## src/hdl/msec_exposure_regs.vh

```
`ifndef MSEC_EXPOSURE_REGS_VH
`define MSEC_EXPOSURE_REGS_VH
// ----------------------------------------
// register word indices (byte address is index times four)
// ----------------------------------------
`define MSEC_CTRL 6'h00
`define MSEC_TIMING 6'h01
`define MSEC_DIV 6'h02
`define MSEC_SHUTTER 6'h03
`define MSEC_GAIN 6'h04
`define MSEC_EXPOSURE 6'h05
`define MSEC_BLACK 6'h06
`define MSEC_AE_RANGE 6'h07
`define MSEC_SH_RANGE 6'h08
`define MSEC_G_RANGE 6'h09
`define MSEC_ROI_POS 6'h0a
`define MSEC_ROI_SIZE 6'h0b
`define MSEC_SENSOR 6'h0c
`define MSEC_STATUS 6'h0d
// ----------------------------------------
// control field positions
// ----------------------------------------
`define MSEC_C_TRIG 0
`define MSEC_C_FR_EN 1
`define MSEC_C_XFER 2
`define MSEC_C_RANGE_LO 3
`define MSEC_C_ROI_LO 5
`define MSEC_C_AE_ON 7
`define MSEC_C_AE_FULL 8
`define MSEC_C_SH_AUTO 9
`define MSEC_C_G_AUTO 10
// ----------------------------------------
// reset values
// ----------------------------------------
`define MSEC_CTRL_RST 11'h006
`define MSEC_LINE_RST 16'h0064
`define MSEC_FLINES_RST 16'h0400
`define MSEC_DIV_RST 4'h1
`define MSEC_SH_RST 16'h0010
`define MSEC_IMGH_RST 16'h0200
`define MSEC_SENS_RST 6'h3f
// ----------------------------------------
// shutter presets (lines), gain and ae constants
// ----------------------------------------
`define MSEC_LIM_HWY 16'h0020
`define MSEC_LIM_CITY 16'h0040
`define MSEC_LIM_INDOOR 16'h0080
`define MSEC_LIM_LOWNOISE 16'h0400
`define MSEC_SH_EXT 16'hffff
`define MSEC_GAIN_MAX 8'hb4
`define MSEC_TGT18 10'h0b8
`define MSEC_AE_HYST 11'h008
`define MSEC_AE_SH_STEP 16'h0004
`define MSEC_AE_G_STEP 8'h02
`define MSEC_TOP_SENSOR 3'h5
`define MSEC_NUM_SENSORS 3'h6
`endif

```

## src/hdl/msec_exposure_ctrl.v

```verilog
// Operation
// - all lines start and stop exposure together
// - staggered readout, one line period each
// - max shutter scales with frame divider
// - frame rate off extends max shutter
// - exposure ends evenly spaced across frames
// - free run reads out; trigger mode only clears while waiting
// - exposure continues while transfer disabled
// - free run applies shutter next frame
// - trigger mode applies shutter at trigger
// - four preset maximum shutter limits
// - user gain is variable stage, 0-18 dB
// - manual exposure uses written shutter, gain
// - auto parameters track programmed exposure value
// - full auto picks target, reports mean
// - controller touches only automatic parameters
// - lengthen shutter before raising gain
// - exposure value zero means 18% gray
// - ae target, shutter, gain held in ranges
// - statistics only inside region of interest
// - three metering presets over sensors
// - per-sensor auto exposure enable
// - brightness sets black level offset
`timescale 1ns/1ps
`include "msec_exposure_regs.vh"
module msec_exposure_ctrl (
	input wire hclk,
	input wire hresetn,
	input wire hsel,
	input wire [31:0] haddr,
	input wire [1:0] htrans,
	input wire hwrite,
	input wire [2:0] hsize,
	input wire [31:0] hwdata,
	input wire hready,
	output reg [31:0] hrdata,
	output reg hreadyout,
	output reg hresp,
	input wire trigger_in,
	input wire pix_valid,
	input wire [2:0] pix_sensor,
	input wire [15:0] pix_row,
	input wire [15:0] pix_col,
	input wire [9:0] pix_data,
	output reg exposing,
	output reg sensor_clear,
	output reg reading,
	output reg line_read,
	output reg [15:0] line_index,
	output reg frame_end,
	output reg xfer_active,
	output reg [15:0] shutter_out,
	output reg [7:0] gain_out,
	output reg [11:0] black_level
);
// ----------------------------------------
// helpers
// ----------------------------------------
function [15:0] clamp16;
	input [15:0] v;
	input [15:0] lo;
	input [15:0] hi;
	begin
		clamp16 = (v < lo) ? lo : ((v > hi) ? hi : v);
	end
endfunction
function [9:0] clamp10;
	input [10:0] v;
	input [9:0] lo;
	input [9:0] hi;
	begin
		clamp10 = (v < {1'b0, lo}) ? lo : ((v > {1'b0, hi}) ? hi : v[9:0]);
	end
endfunction
function [7:0] clamp8;
	input [7:0] v;
	input [7:0] lo;
	input [7:0] hi;
	begin
		clamp8 = (v < lo) ? lo : ((v > hi) ? hi : v);
	end
endfunction
localparam ST_FREE = 2'h0;
localparam ST_WAIT = 2'h1;
localparam ST_TEXP = 2'h2;
localparam ST_TRD = 2'h3;
// ----------------------------------------
// registers
// ----------------------------------------
reg [10:0] ctrl;
reg [15:0] line_cycles;
reg [15:0] frame_lines;
reg [3:0] frame_div;
reg [15:0] shutter_reg;
reg [7:0] gain_reg;
reg [9:0] ev_reg;
reg [9:0] ae_lo;
reg [9:0] ae_hi;
reg [15:0] sh_lo;
reg [15:0] sh_hi;
reg [7:0] g_lo;
reg [7:0] g_hi;
reg [15:0] roi_x;
reg [15:0] roi_y;
reg [15:0] roi_w;
reg [15:0] roi_h;
reg [5:0] sens_en;
reg [15:0] img_h;
reg [15:0] ae_sh;
reg [7:0] ae_g;
reg [9:0] mean;
wire trig_mode = ctrl[`MSEC_C_TRIG];
wire fr_en = ctrl[`MSEC_C_FR_EN];
wire xfer_en = ctrl[`MSEC_C_XFER];
wire [1:0] sh_range = ctrl[`MSEC_C_RANGE_LO+1:`MSEC_C_RANGE_LO];
wire [1:0] roi_preset = ctrl[`MSEC_C_ROI_LO+1:`MSEC_C_ROI_LO];
wire ae_on = ctrl[`MSEC_C_AE_ON];
wire sh_auto = ctrl[`MSEC_C_SH_AUTO];
wire g_auto = ctrl[`MSEC_C_G_AUTO];
wire ae_full = ctrl[`MSEC_C_AE_FULL] & sh_auto & g_auto;
wire ae_active = ae_on & (sh_auto | g_auto);
// ----------------------------------------
// shutter limits and commanded values
// ----------------------------------------
reg [15:0] preset_lim;
always @* begin
	case (sh_range)
		2'h0: preset_lim = `MSEC_LIM_HWY;
		2'h1: preset_lim = `MSEC_LIM_CITY;
		2'h2: preset_lim = `MSEC_LIM_INDOOR;
		default: preset_lim = `MSEC_LIM_LOWNOISE;
	endcase
end
wire [19:0] fmax = {4'h0, frame_lines} * {16'h0000, frame_div};
wire [15:0] fmax16 = (fmax[19:16] != 4'h0) ? 16'hffff : fmax[15:0];
wire [15:0] sh_max = fr_en ? clamp16(fmax16, 16'h0001, preset_lim) : `MSEC_SH_EXT;
wire [15:0] sh_cmd = clamp16((ae_active & sh_auto) ? ae_sh : shutter_reg, 16'h0001, sh_max);
wire [7:0] g_cmd = clamp8((ae_active & g_auto) ? ae_g : gain_reg, 8'h00, `MSEC_GAIN_MAX);
wire [19:0] sh_p1 = {4'h0, shutter_out} + 20'h00001;
wire [19:0] fl20 = {4'h0, frame_lines};
wire [19:0] frame_len = fr_en ? fmax : ((fl20 > sh_p1) ? fl20 : sh_p1);
// ----------------------------------------
// line and frame timing
// ----------------------------------------
reg [15:0] line_cnt;
reg [19:0] pos;
reg [15:0] exp_cnt;
reg [1:0] state;
// trigger accepted: line timing restarts so exposure is whole lines
wire trig_go = (state == ST_WAIT) && trig_mode && trigger_in;
wire [16:0] lc1 = {1'b0, line_cnt} + 17'h00001;
wire line_tick = lc1 >= {1'b0, line_cycles};
wire [19:0] pos1 = pos + 20'h00001;
wire wrap = pos1 >= frame_len;
wire [19:0] exp_start = frame_len - {4'h0, sh_cmd};
wire [19:0] exp_start_cur = frame_len - {4'h0, shutter_out};
wire [16:0] li1 = {1'b0, line_index} + 17'h00001;
always @(posedge hclk or negedge hresetn) begin
	if (!hresetn) begin
		line_cnt <= 16'h0000;
		pos <= 20'h00000;
		exp_cnt <= 16'h0000;
		state <= ST_FREE;
		exposing <= 1'b0;
		sensor_clear <= 1'b0;
		reading <= 1'b0;
		line_read <= 1'b0;
		line_index <= 16'h0000;
		frame_end <= 1'b0;
		xfer_active <= 1'b0;
		shutter_out <= `MSEC_SH_RST;
		gain_out <= 8'h00;
	end else begin
		line_cnt <= (line_tick || trig_go) ? 16'h0000 : lc1[15:0];
		line_read <= 1'b0;
		frame_end <= 1'b0;
		xfer_active <= reading & xfer_en;
		sensor_clear <= (state == ST_WAIT) && !trig_go;
		if (reading && line_tick) begin
			if (li1 >= {1'b0, img_h}) begin
				reading <= 1'b0;
				frame_end <= 1'b1;
			end else begin
				line_index <= li1[15:0];
				line_read <= 1'b1;
			end
		end
		case (state)
			ST_FREE: begin
				if (trig_mode) begin
					// let a running readout finish before clearing
					if (!reading) begin
						state <= ST_WAIT;
					end
					exposing <= 1'b0;
				end else if (line_tick) begin
					if (wrap) begin
						pos <= 20'h00000;
						shutter_out <= sh_cmd;
						gain_out <= g_cmd;
						exposing <= (exp_start == 20'h00000);
						reading <= 1'b1;
						line_index <= 16'h0000;
						line_read <= 1'b1;
					end else begin
						pos <= pos1;
						exposing <= (pos1 >= exp_start_cur);
					end
				end
			end
			ST_WAIT: begin
				if (!trig_mode) begin
					state <= ST_FREE;
					pos <= 20'h00000;
				end else if (trigger_in) begin
					shutter_out <= sh_cmd;
					gain_out <= g_cmd;
					exp_cnt <= sh_cmd;
					exposing <= 1'b1;
					state <= ST_TEXP;
				end
			end
			ST_TEXP: begin
				if (line_tick) begin
					if (exp_cnt <= 16'h0001) begin
						exposing <= 1'b0;
						reading <= 1'b1;
						line_index <= 16'h0000;
						line_read <= 1'b1;
						state <= ST_TRD;
					end else begin
						exp_cnt <= exp_cnt - 16'h0001;
					end
				end
			end
			ST_TRD: begin
				if (!reading) begin
					state <= ST_WAIT;
				end
			end
			default: state <= ST_FREE;
		endcase
	end
end
// ----------------------------------------
// region of interest and statistics
// ----------------------------------------
wire roi_all = (roi_w == 16'h0000) || (roi_h == 16'h0000);
wire [16:0] roi_xe = {1'b0, roi_x} + {1'b0, roi_w};
wire [16:0] roi_ye = {1'b0, roi_y} + {1'b0, roi_h};
wire in_win = roi_all || (pix_col >= roi_x && {1'b0, pix_col} < roi_xe &&
	pix_row >= roi_y && {1'b0, pix_row} < roi_ye);
wire [15:0] half = {1'b0, img_h[15:1]};
wire is_top = (pix_sensor == `MSEC_TOP_SENSOR);
reg in_preset;
always @* begin
	case (roi_preset)
		2'h1: in_preset = !is_top && (pix_row >= half);
		2'h2: in_preset = is_top || (pix_row < half);
		default: in_preset = 1'b1;
	endcase
end
wire sens_ok = (pix_sensor < `MSEC_NUM_SENSORS) && sens_en[pix_sensor];
wire take = pix_valid && in_win && in_preset && sens_ok;
reg [31:0] sum;
reg [23:0] cnt;
reg [31:0] dv_rem;
reg [23:0] dv_den;
reg [3:0] dv_bit;
reg [9:0] dv_q;
reg dv_busy;
reg ae_go;
wire [33:0] dv_sh = {10'h000, dv_den} << dv_bit;
wire [33:0] dv_trial = {2'b00, dv_rem} - dv_sh;
always @(posedge hclk or negedge hresetn) begin
	if (!hresetn) begin
		sum <= 32'h00000000;
		cnt <= 24'h000000;
		dv_rem <= 32'h00000000;
		dv_den <= 24'h000000;
		dv_bit <= 4'h0;
		dv_q <= 10'h000;
		dv_busy <= 1'b0;
		ae_go <= 1'b0;
	end else begin
		ae_go <= 1'b0;
		if (frame_end) begin
			dv_rem <= sum;
			dv_den <= cnt;
			dv_bit <= 4'h9;
			dv_q <= 10'h000;
			dv_busy <= (cnt != 24'h000000);
			sum <= take ? {22'h000000, pix_data} : 32'h00000000;
			cnt <= take ? 24'h000001 : 24'h000000;
		end else begin
			if (take) begin
				sum <= sum + {22'h000000, pix_data};
				cnt <= cnt + 24'h000001;
			end
			if (dv_busy) begin
				if (!dv_trial[33]) begin
					dv_rem <= dv_trial[31:0];
					dv_q[dv_bit] <= 1'b1;
				end
				if (dv_bit == 4'h0) begin
					dv_busy <= 1'b0;
					ae_go <= 1'b1;
				end else begin
					dv_bit <= dv_bit - 4'h1;
				end
			end
		end
	end
end
// ----------------------------------------
// auto exposure controller
// ----------------------------------------
wire [10:0] ev_sum = {1'b0, `MSEC_TGT18} + {ev_reg[9], ev_reg};
wire ev_neg = ev_reg[9] && !ev_sum[10];
wire [10:0] ev_tgt = ev_neg ? 11'h000 : ((ev_sum > 11'h3ff) ? 11'h3ff : ev_sum);
wire [10:0] tgt_raw = ae_full ? {1'b0, `MSEC_TGT18} : ev_tgt;
wire [9:0] target = clamp10(tgt_raw, ae_lo, ae_hi);
wire [15:0] shi = clamp16(sh_hi, 16'h0001, sh_max);
wire [7:0] ghi = clamp8(g_hi, 8'h00, `MSEC_GAIN_MAX);
wire [10:0] m_hi = {1'b0, dv_q} + `MSEC_AE_HYST;
wire [10:0] t_hi = {1'b0, target} + `MSEC_AE_HYST;
wire [15:0] sh_up = clamp16(ae_sh + `MSEC_AE_SH_STEP, sh_lo, shi);
wire [15:0] sh_dn = (ae_sh > sh_lo + `MSEC_AE_SH_STEP) ? ae_sh - `MSEC_AE_SH_STEP : sh_lo;
wire [7:0] g_up = clamp8(ae_g + `MSEC_AE_G_STEP, g_lo, ghi);
wire [7:0] g_dn = (ae_g > g_lo + `MSEC_AE_G_STEP) ? ae_g - `MSEC_AE_G_STEP : g_lo;
always @(posedge hclk or negedge hresetn) begin
	if (!hresetn) begin
		ae_sh <= `MSEC_SH_RST;
		ae_g <= 8'h00;
		mean <= 10'h000;
	end else if (ae_go) begin
		mean <= dv_q;
		if (ae_active) begin
			if (m_hi < {1'b0, target}) begin
				if (sh_auto && ae_sh < shi) begin
					ae_sh <= sh_up;
				end else if (g_auto && ae_g < ghi) begin
					ae_g <= g_up;
				end
			end else if ({1'b0, dv_q} > t_hi) begin
				if (g_auto && ae_g > g_lo) begin
					ae_g <= g_dn;
				end else if (sh_auto && ae_sh > sh_lo) begin
					ae_sh <= sh_dn;
				end
			end
		end
	end
end
// ----------------------------------------
// ahb-lite slave
// ----------------------------------------
reg wr_pend;
reg rd_pend;
reg [5:0] wr_addr;
reg [5:0] rd_addr;
reg [31:0] rd_mux;
wire accept = hsel && hready && htrans[1];
always @* begin
	case (rd_addr)
		`MSEC_CTRL: rd_mux = {21'h000000, ctrl};
		`MSEC_TIMING: rd_mux = {frame_lines, line_cycles};
		`MSEC_DIV: rd_mux = {28'h0000000, frame_div};
		`MSEC_SHUTTER: rd_mux = {16'h0000, shutter_out};
		`MSEC_GAIN: rd_mux = {24'h000000, gain_out};
		`MSEC_EXPOSURE: rd_mux = {22'h000000, ae_full ? mean : ev_reg};
		`MSEC_BLACK: rd_mux = {20'h00000, black_level};
		`MSEC_AE_RANGE: rd_mux = {6'h00, ae_hi, 6'h00, ae_lo};
		`MSEC_SH_RANGE: rd_mux = {sh_hi, sh_lo};
		`MSEC_G_RANGE: rd_mux = {16'h0000, g_hi, g_lo};
		`MSEC_ROI_POS: rd_mux = {roi_y, roi_x};
		`MSEC_ROI_SIZE: rd_mux = {roi_h, roi_w};
		`MSEC_SENSOR: rd_mux = {img_h, 10'h000, sens_en};
		`MSEC_STATUS: rd_mux = {3'h0, sensor_clear, reading, exposing, mean, sh_max};
		default: rd_mux = 32'h00000000;
	endcase
end
always @(posedge hclk or negedge hresetn) begin
	if (!hresetn) begin
		hrdata <= 32'h00000000;
		hreadyout <= 1'b1;
		hresp <= 1'b0;
		wr_pend <= 1'b0;
		rd_pend <= 1'b0;
		wr_addr <= 6'h00;
		rd_addr <= 6'h00;
		ctrl <= `MSEC_CTRL_RST;
		line_cycles <= `MSEC_LINE_RST;
		frame_lines <= `MSEC_FLINES_RST;
		frame_div <= `MSEC_DIV_RST;
		shutter_reg <= `MSEC_SH_RST;
		gain_reg <= 8'h00;
		ev_reg <= 10'h000;
		black_level <= 12'h000;
		ae_lo <= 10'h000;
		ae_hi <= 10'h3ff;
		sh_lo <= 16'h0001;
		sh_hi <= 16'hffff;
		g_lo <= 8'h00;
		g_hi <= `MSEC_GAIN_MAX;
		roi_x <= 16'h0000;
		roi_y <= 16'h0000;
		roi_w <= 16'h0000;
		roi_h <= 16'h0000;
		sens_en <= `MSEC_SENS_RST;
		img_h <= `MSEC_IMGH_RST;
	end else begin
		hresp <= 1'b0;
		wr_pend <= accept && hwrite;
		if (accept) begin
			wr_addr <= haddr[7:2];
			rd_addr <= haddr[7:2];
		end
		if (accept && !hwrite) begin
			rd_pend <= 1'b1;
			hreadyout <= 1'b0;
		end else if (rd_pend) begin
			rd_pend <= 1'b0;
			hrdata <= rd_mux;
			hreadyout <= 1'b1;
		end
		if (wr_pend) begin
			case (wr_addr)
				`MSEC_CTRL: ctrl <= hwdata[10:0];
				`MSEC_TIMING: begin
					line_cycles <= hwdata[15:0];
					frame_lines <= hwdata[31:16];
				end
				`MSEC_DIV: frame_div <= (hwdata[3:0] == 4'h0) ? 4'h1 : hwdata[3:0];
				`MSEC_SHUTTER: shutter_reg <= hwdata[15:0];
				`MSEC_GAIN: gain_reg <= clamp8(hwdata[7:0], 8'h00, `MSEC_GAIN_MAX);
				`MSEC_EXPOSURE: ev_reg <= hwdata[9:0];
				`MSEC_BLACK: black_level <= hwdata[11:0];
				`MSEC_AE_RANGE: begin
					ae_lo <= hwdata[9:0];
					ae_hi <= hwdata[25:16];
				end
				`MSEC_SH_RANGE: begin
					sh_lo <= hwdata[15:0];
					sh_hi <= hwdata[31:16];
				end
				`MSEC_G_RANGE: begin
					g_lo <= hwdata[7:0];
					g_hi <= hwdata[15:8];
				end
				`MSEC_ROI_POS: begin
					roi_x <= hwdata[15:0];
					roi_y <= hwdata[31:16];
				end
				`MSEC_ROI_SIZE: begin
					roi_w <= hwdata[15:0];
					roi_h <= hwdata[31:16];
				end
				`MSEC_SENSOR: begin
					sens_en <= hwdata[5:0];
					img_h <= hwdata[31:16];
				end
				default: ;
			endcase
		end
	end
end
endmodule // msec_exposure_ctrl

```

## config.mk

```make
export PLATFORM = sky130hd
export DESIGN_NAME = msec_exposure_ctrl
export DESIGN_NICKNAME = d
export VERILOG_FILES = /design/src/hdl/msec_exposure_ctrl.v
export VERILOG_INCLUDE_DIRS = /design/src /design/src/hdl
export SDC_FILE = /design/constraint.sdc
export NUM_CORES = 2
export LEC_CHECK = 0
export BUFFER_PORTS_ARGS = -buffer_cell sky130_fd_sc_hd__buf_2
export CORE_UTILIZATION = 54
export DETAILED_ROUTE_END_ITERATION = 8
export GPL_ROUTABILITY_DRIVEN = 0
export MAX_ROUTING_LAYER = met4
export PLACE_DENSITY = 0.75
export SYNTH_ARGS = -nofsm -noshare
export SYNTH_HDL_FRONTEND = slang
export SYNTH_SLANG_ARGS = --single-unit
export TNS_END_PERCENT = 30
```

## constraint.sdc

```tcl
create_clock -name hclk -period 13.5 [get_ports hclk]
set_input_delay 2.7 -clock hclk [delete_from_list [all_inputs] [get_ports hclk]]
set_output_delay 2.7 -clock hclk [all_outputs]
set_load 0.1 [all_outputs]
```

Word-level counts from Yosys, hierarchy flattened. Index checks and enable logic that the tools add are counted. Widths: inputs -> output; s select.

$add $sub $neg: 22. Multipliers: 1. Magnitude comparators: 43. Equality and inequality tests: 39. Shift-type cells: 1. Muxes and demuxes: 134. Bitwise logic cells: 9. Reductions and logical operators: 72.

Operators by type and width (number): $mux 16 (32); $pmux 32 s14 (1); $mux 32 (5); $mux 8 (20); $mux 20 (5); $gt 16x16->1 (6); $pmux 16 s2 (3); $mux 10 (7); $add 16x1->17 const B (3); $lt 16x1->1 const B (3); $mux 24 (2); $ge 20x20->1 (2); $pmux 20 s2 (1); $sub 20x16->20 (2); $eq 6x4->1 const B (6); $mux 1 (35); $add 16x16->17 (2); $ge 17x16->1 (2); $lt 16x17->1 (2); $shl 24x4->34 (1); $sub 32x34->34 (1); $mux 11 (3); $pmux 11 s3 (1); $add 16x3->16 const B (2); 67 further kinds (174).

Flip-flop bits (word level): 550. Input bits: 121. Output and inout port bits: 92.

Longest topological paths before layout.
Depth in word-level cells: 16. Gate-level depth with buffers: 51.

Worst setup path after synthesis. OpenSTA, ideal clock, no wires.

Path kind: register to register. Start point: reg frame_div[3]. End point: reg exposing. Arrival: 10222 ps. Required time: 13372 ps. Slack: 3150 ps. Stages on the path, launching flop included: 50. Path buffers: 4. Cells stage by stage: dfrtp_1 clkbuf_1 and2_1 fa_1 inv_1 fa_1 inv_1 ha_1 clkbuf_1 nand3_1 or3_1 a21o_1 o22ai_1 mux2i_1 o2111ai_1 nor4_1 inv_1 ha_1 [14 not listed] o21bai_1 a31o_2 clkinv_1 clkbuf_1 nand2_1 o211ai_1 ha_1 nor2b_1 o21a_1 o21ai_0 a21oi_1 o2111ai_1 a21oi_1 o31a_1 a2111oi_0 a2111oi_0 a211oi_1 nor3_1.

Longest elaborated chain between the ends: 16. Elaborated cells on any way between the ends: 21.

Ends and longest elaborated chain: start: declaration (RTL line msec_exposure_ctrl.v:93) `reg [3:0] frame_div;`; start signal: assignment (RTL line msec_exposure_ctrl.v:395) `` frame_div <= `MSEC_DIV_RST; ``; start signal: assignment (RTL line msec_exposure_ctrl.v:434) `` `MSEC_DIV: frame_div <= (hwdata[3:0] == 4'h0) ? 4'h1 : hwdata[3:0]; ``; $mul 16x4->20 * (RTL line msec_exposure_ctrl.v:134) `wire [19:0] fmax = {4'h0, frame_lines} * {16'h0000, frame_div};`; $reduce_bool 4->1 (RTL line msec_exposure_ctrl.v:135) `wire [15:0] fmax16 = (fmax[19:16] != 4'h0) ? 16'hffff : fmax[15:0];`; $mux 16 (RTL line msec_exposure_ctrl.v:135); $gt 16x16->1 (RTL line msec_exposure_ctrl.v:64) `clamp16 = (v < lo) ? lo : ((v > hi) ? hi : v);`; $mux 16 (2 in series) (RTL line msec_exposure_ctrl.v:64); $mux 16 (no source line); $gt 16x16->1 (RTL line msec_exposure_ctrl.v:64); $mux 16 (2 in series) (RTL line msec_exposure_ctrl.v:64); $sub 20x16->20 (RTL line msec_exposure_ctrl.v:155) `wire [19:0] exp_start = frame_len - {4'h0, sh_cmd};`; $logic_not 20->1 (RTL line msec_exposure_ctrl.v:201) `exposing <= (exp_start == 20'h00000);`; $mux 1 * (RTL line msec_exposure_ctrl.v:197) `if (wrap) begin`; $mux 1 * (RTL line msec_exposure_ctrl.v:196) `end else if (line_tick) begin`; $mux 1 * (RTL line msec_exposure_ctrl.v:190) `if (trig_mode) begin`; $pmux 1 s3 * (RTL line msec_exposure_ctrl.v:188) `case (state)`; end signal: assignment (RTL line msec_exposure_ctrl.v:201); end signal: assignment (RTL line msec_exposure_ctrl.v:207) `exposing <= (pos1 >= exp_start_cur);`; end: declaration (RTL line msec_exposure_ctrl.v:45) `output reg exposing,`.

Mark *: on every way between the ends. The rest lies on a longest branch, timed or not. The select of a mux whose other input is x is not followed. A chain may end at the register's enable or synchronous reset.

Worst setup path in the final report.
Start point: reg frame_div[3]. End point: reg ae_sh[0].

Longest elaborated chain between the ends: 15. Elaborated cells on any way between the ends: 20.

Ends and longest elaborated chain: $mul 16x4->20 * (RTL line msec_exposure_ctrl.v:134); $reduce_bool 4->1 (RTL line msec_exposure_ctrl.v:135); $mux 16 * (RTL line msec_exposure_ctrl.v:135); $gt 16x16->1 (RTL line msec_exposure_ctrl.v:64); $mux 16 (RTL line msec_exposure_ctrl.v:64); $mux 16 * (RTL line msec_exposure_ctrl.v:64); $mux 16 (no source line) *; $gt 16x16->1 (RTL line msec_exposure_ctrl.v:64); $mux 16 * (2 in series) (RTL line msec_exposure_ctrl.v:64); $gt 16x16->1 (RTL line msec_exposure_ctrl.v:64); $mux 16 (2 in series) (RTL line msec_exposure_ctrl.v:64); $mux 16 (RTL line msec_exposure_ctrl.v:340) `if (sh_auto && ae_sh < shi) begin`; $mux 16 (RTL line msec_exposure_ctrl.v:339) `if (m_hi < {1'b0, target}) begin`; end signal: assignment (RTL line msec_exposure_ctrl.v:333) `` ae_sh <= `MSEC_SH_RST; ``; end signal: assignment (RTL line msec_exposure_ctrl.v:341) `ae_sh <= sh_up;`; end signal: assignment (RTL line msec_exposure_ctrl.v:349) `ae_sh <= sh_dn;`; end: declaration (RTL line msec_exposure_ctrl.v:109) `reg [15:0] ae_sh;`.

Marks and branches as above.

==> impl_metrics.ini <==
[setup_path]
cp.arrival_ns = 13.27
start_kind = flop
cp.required_ns = 14.02
critPathMaxFanout = 25
worst-setup-path-type = reg -> reg
slowest_stage = a211oi_1
crit_path_max_incr_delay_ns = 0.98
end_kind = flop
cpMostUsedCell = ha_1

[place]
port_buffers = 181
post_dp_cell_area_um2 = 47100
post-place-ws_ns = 1.28
placed_cells = 6115
dp_hpwl_um = 110000

[power]
power_leakage_nw = 23.6
p_sw_mw = 3.75
pwr-share-comb = 0.502
clkPwrFrac = 0.237
internal_power_mw = 4.55
switching_share = 0.452
sequentialPowerShare = 0.261
power_density_nw_per_um2 = 168
ir_drop_uv = 134
p_total_mw = 8.30

[synthesis]
synth_cell_type_count = 104
synth_cells = 5032
ys_ff_latch = 550
yosysTopAreaCellShare = 0.277
ys_async_sr_fraction = 1.00
synth_area_leaders = dfrtp_1 (28%), ha_1 (14%), mux2_2 (7.3%)
ys.flop_type = dfrtp_1
syn_avg_cell_area_um2 = 8.98
syn-num-nets = 5693
yosys_warnings = 0
yosys.area.top_type = dfrtp_1
syn-cell-area_um2 = 45200
synth_edf_count = 0
yosysSeqAreaShare = 0.306

[clocking]
cts_tree = yes
cts_resized = 0
cts_buffers = 67
root_buffer = clkbuf_16
clock_latency_ns = 0.65
cts_buffer_depth = 3
cts_sinks = 550
clk_pin_slew_ns = 0.06
cts_setup_buffers = 0
cts_max_level = 3
hold_buffers = 0

[min_path]
hold_path_class = reg -> reg

[drt]
drt_iter0_drc = 4429
via_per_inst = 6.52
ant_nets = 0
drc_errors = 5
wire_per_inst_um = 23.3
dr.pass1.iters = 9
wl_um = 146000
dr_total_vias = 40800

[floorplan]
die_y_um = 291
row_count = 105
die_w_um = 291
dieArea_um2 = 84900
core_um2 = 82500
initial_core_util = 0.548
pin_count = 213

[sta]
max_freq_mhz = 78.4
maxSlewHeadroom = 0.139
finalCritPeriodShare = 0.945
hold_ws_ns = 0.479
grt_setup_unrepaired = no
slew_violations = 0
setup_viol_count_final = 0
tightest_slew_ns = 1.26
period_needed_ns = 12.76
timing.final.ws_setup_ns = 0.745
fin_worst_skew_ns = 0.0283
hold_viol_final = 0
fin_tns_setup_ns = 0

[layout]
num-nets-final = 5775
final_cell_count_no_fill = 6248
fin_util = 0.600
reg_top3 = dv_rem: 32 flops, hrdata: 32 flops, sum: 32 flops
synthToLayoutAreaGrowth_pct = 9.48
postLayoutCellArea_um2 = 49500
drive_gt1_frac = 0.154

[job]
cap_violations = 0

[status]
status = complete, but fails checks
violations = design-rule violations

[grt]
antenna_found_initial = 6
grt_pass1_vias = 38600
grt_max_degree = 143
overflow = 0
track_usage = 0.347
grt_pass1_wl_um = 223000
==> power groups by stage <==
| stage | registers [mW] | clock network, mW | logic [mW] |
|---|---|---|---|
| finish | 2.17 | 1.97 | 4.17 |
| global route | 2.16 | 2.05 | 4.58 |
| CTS | 2.14 | 1.98 | 4.10 |
| detailed placement | 2.17 | 0 | 4.06 |
| global placement | 2.16 | 0 | 3.97 |
| floorplan | 2.33 | 0 | 2.82 |
==> logic make-up after synthesis <==
kind of cell | count (synthesis) | share of synthesized area
buf+inv | 533 | 0.0449
xor+xnor | 242 | 0.0469
fa+ha+maj | 540 | 0.155
simple gates | 1520 | 0.166
flops | 550 | 0.306
other cells | 1 | 0.0000830
mux | 384 | 0.0970
compound gates | 1262 | 0.184
==> synthesized netlist by cell type (all sizes together), types with 26 or more instances <==
library cell  number
ha               507
dfrtp            501
nand2            406
nor2             350
a21oi            318
inv              315
o21ai            307
mux2             295
clkbuf           179
xnor2            160
nand3            139
a21o             108
nor3             107
xor2              82
and3              76
mux2i             76
and2              74
o21a              71
nand4             70
nor4              62
nor2b             59
dfstp             49
nand2b            49
a211oi            43
buf               38
a222oi            37
a22oi             37
a31oi             34
fa                33
o31ai             33
a221oi            31
or2               30
o211ai            28
a22o              26
==> placed cells by master, fill, tap and decap left out, types with 18 or more instances in the layout <==
cell       Yosys  routed
or4_1         23      23
buf_2          6     180
mux2_2       295     295
nor4_1        61      61
or2_2         28      28
a221oi_1      30      30
nor3_1       106     104
clkbuf_16      0      68
a21oi_1      314     313
and2_1        73      73
nor2_1       350     346
buf_4          4      48
nor2b_1       59      59
or3_1         18      18
a22oi_1       37      37
xor2_1        82      82
a22o_1        26      26
nand3_1      139     139
o21bai_1      22      22
ha_1         507     507
dfstp_2       49      49
o21a_1        71      71
o31ai_1       33      32
and3_1        76      76
fa_1          33      33
dfrtp_1      501     500
a222oi_1      37      37
nand4_1       69      69
a21o_1       108     108
nand2b_1      49      49
a211oi_1      40      39
o211ai_1      27      27
inv_1        311     311
xnor2_1      160     160
a31oi_1       33      32
mux2i_1       73      73
o21ai_0      296     295
nand2_1      406     406
==> path summary, 6_finish.rpt <==
path | start | endpoint | slack (ns) | cells past startpoint
worst min-delay path | hrdata[27] | hrdata[27] | 0.48 | 1
min in group asynchronous | hresetn | roi_y[14] | 2.03 | 1
worst min register to register | hrdata[27] | hrdata[27] | 0.48 | 1
max in group asynchronous | hresetn | line_cnt[11] | 9.25 | 3
worst max-delay path | frame_div[3] | ae_sh[0] | 0.74 | 44
worst max register to register | frame_div[3] | ae_sh[0] | 0.74 | 44
==> worst max-delay path, delay by kind of cell, from the launching register on <==
kind	cells	cell delay, ns
flops	1	0.84
fa+ha+maj	6	2.38
buf+inv	3	0.42
compound gates	19	5.47
mux	1	0.41
simple gates	14	2.36
xor+xnor	1	0.70
==> cell type report <==
cell class                 count  area, µm²
fill                        7059      33000
multi-input combinational   3949      29400
sequential                   550      13800
clock buffer                  88       1870
tap                         1070       1340
timing repair buffer         230       1300
inverter                     316       1190
clock inverter                36        538
antenna                        9       22.5
==> metal layers <==
metal | vias up | part of all wire | GRT usage
met4 | 0 | 0.068 | 0.201
met3 | 542 | 0.11 | 0.0883
met2 | 2013 | 0.43 | 0.514
met1 | 19700 | 0.39 | 0.429
li1 | 18500 | - | -
met5 | - | 0 | -
(Power assumes the default switching activity.)
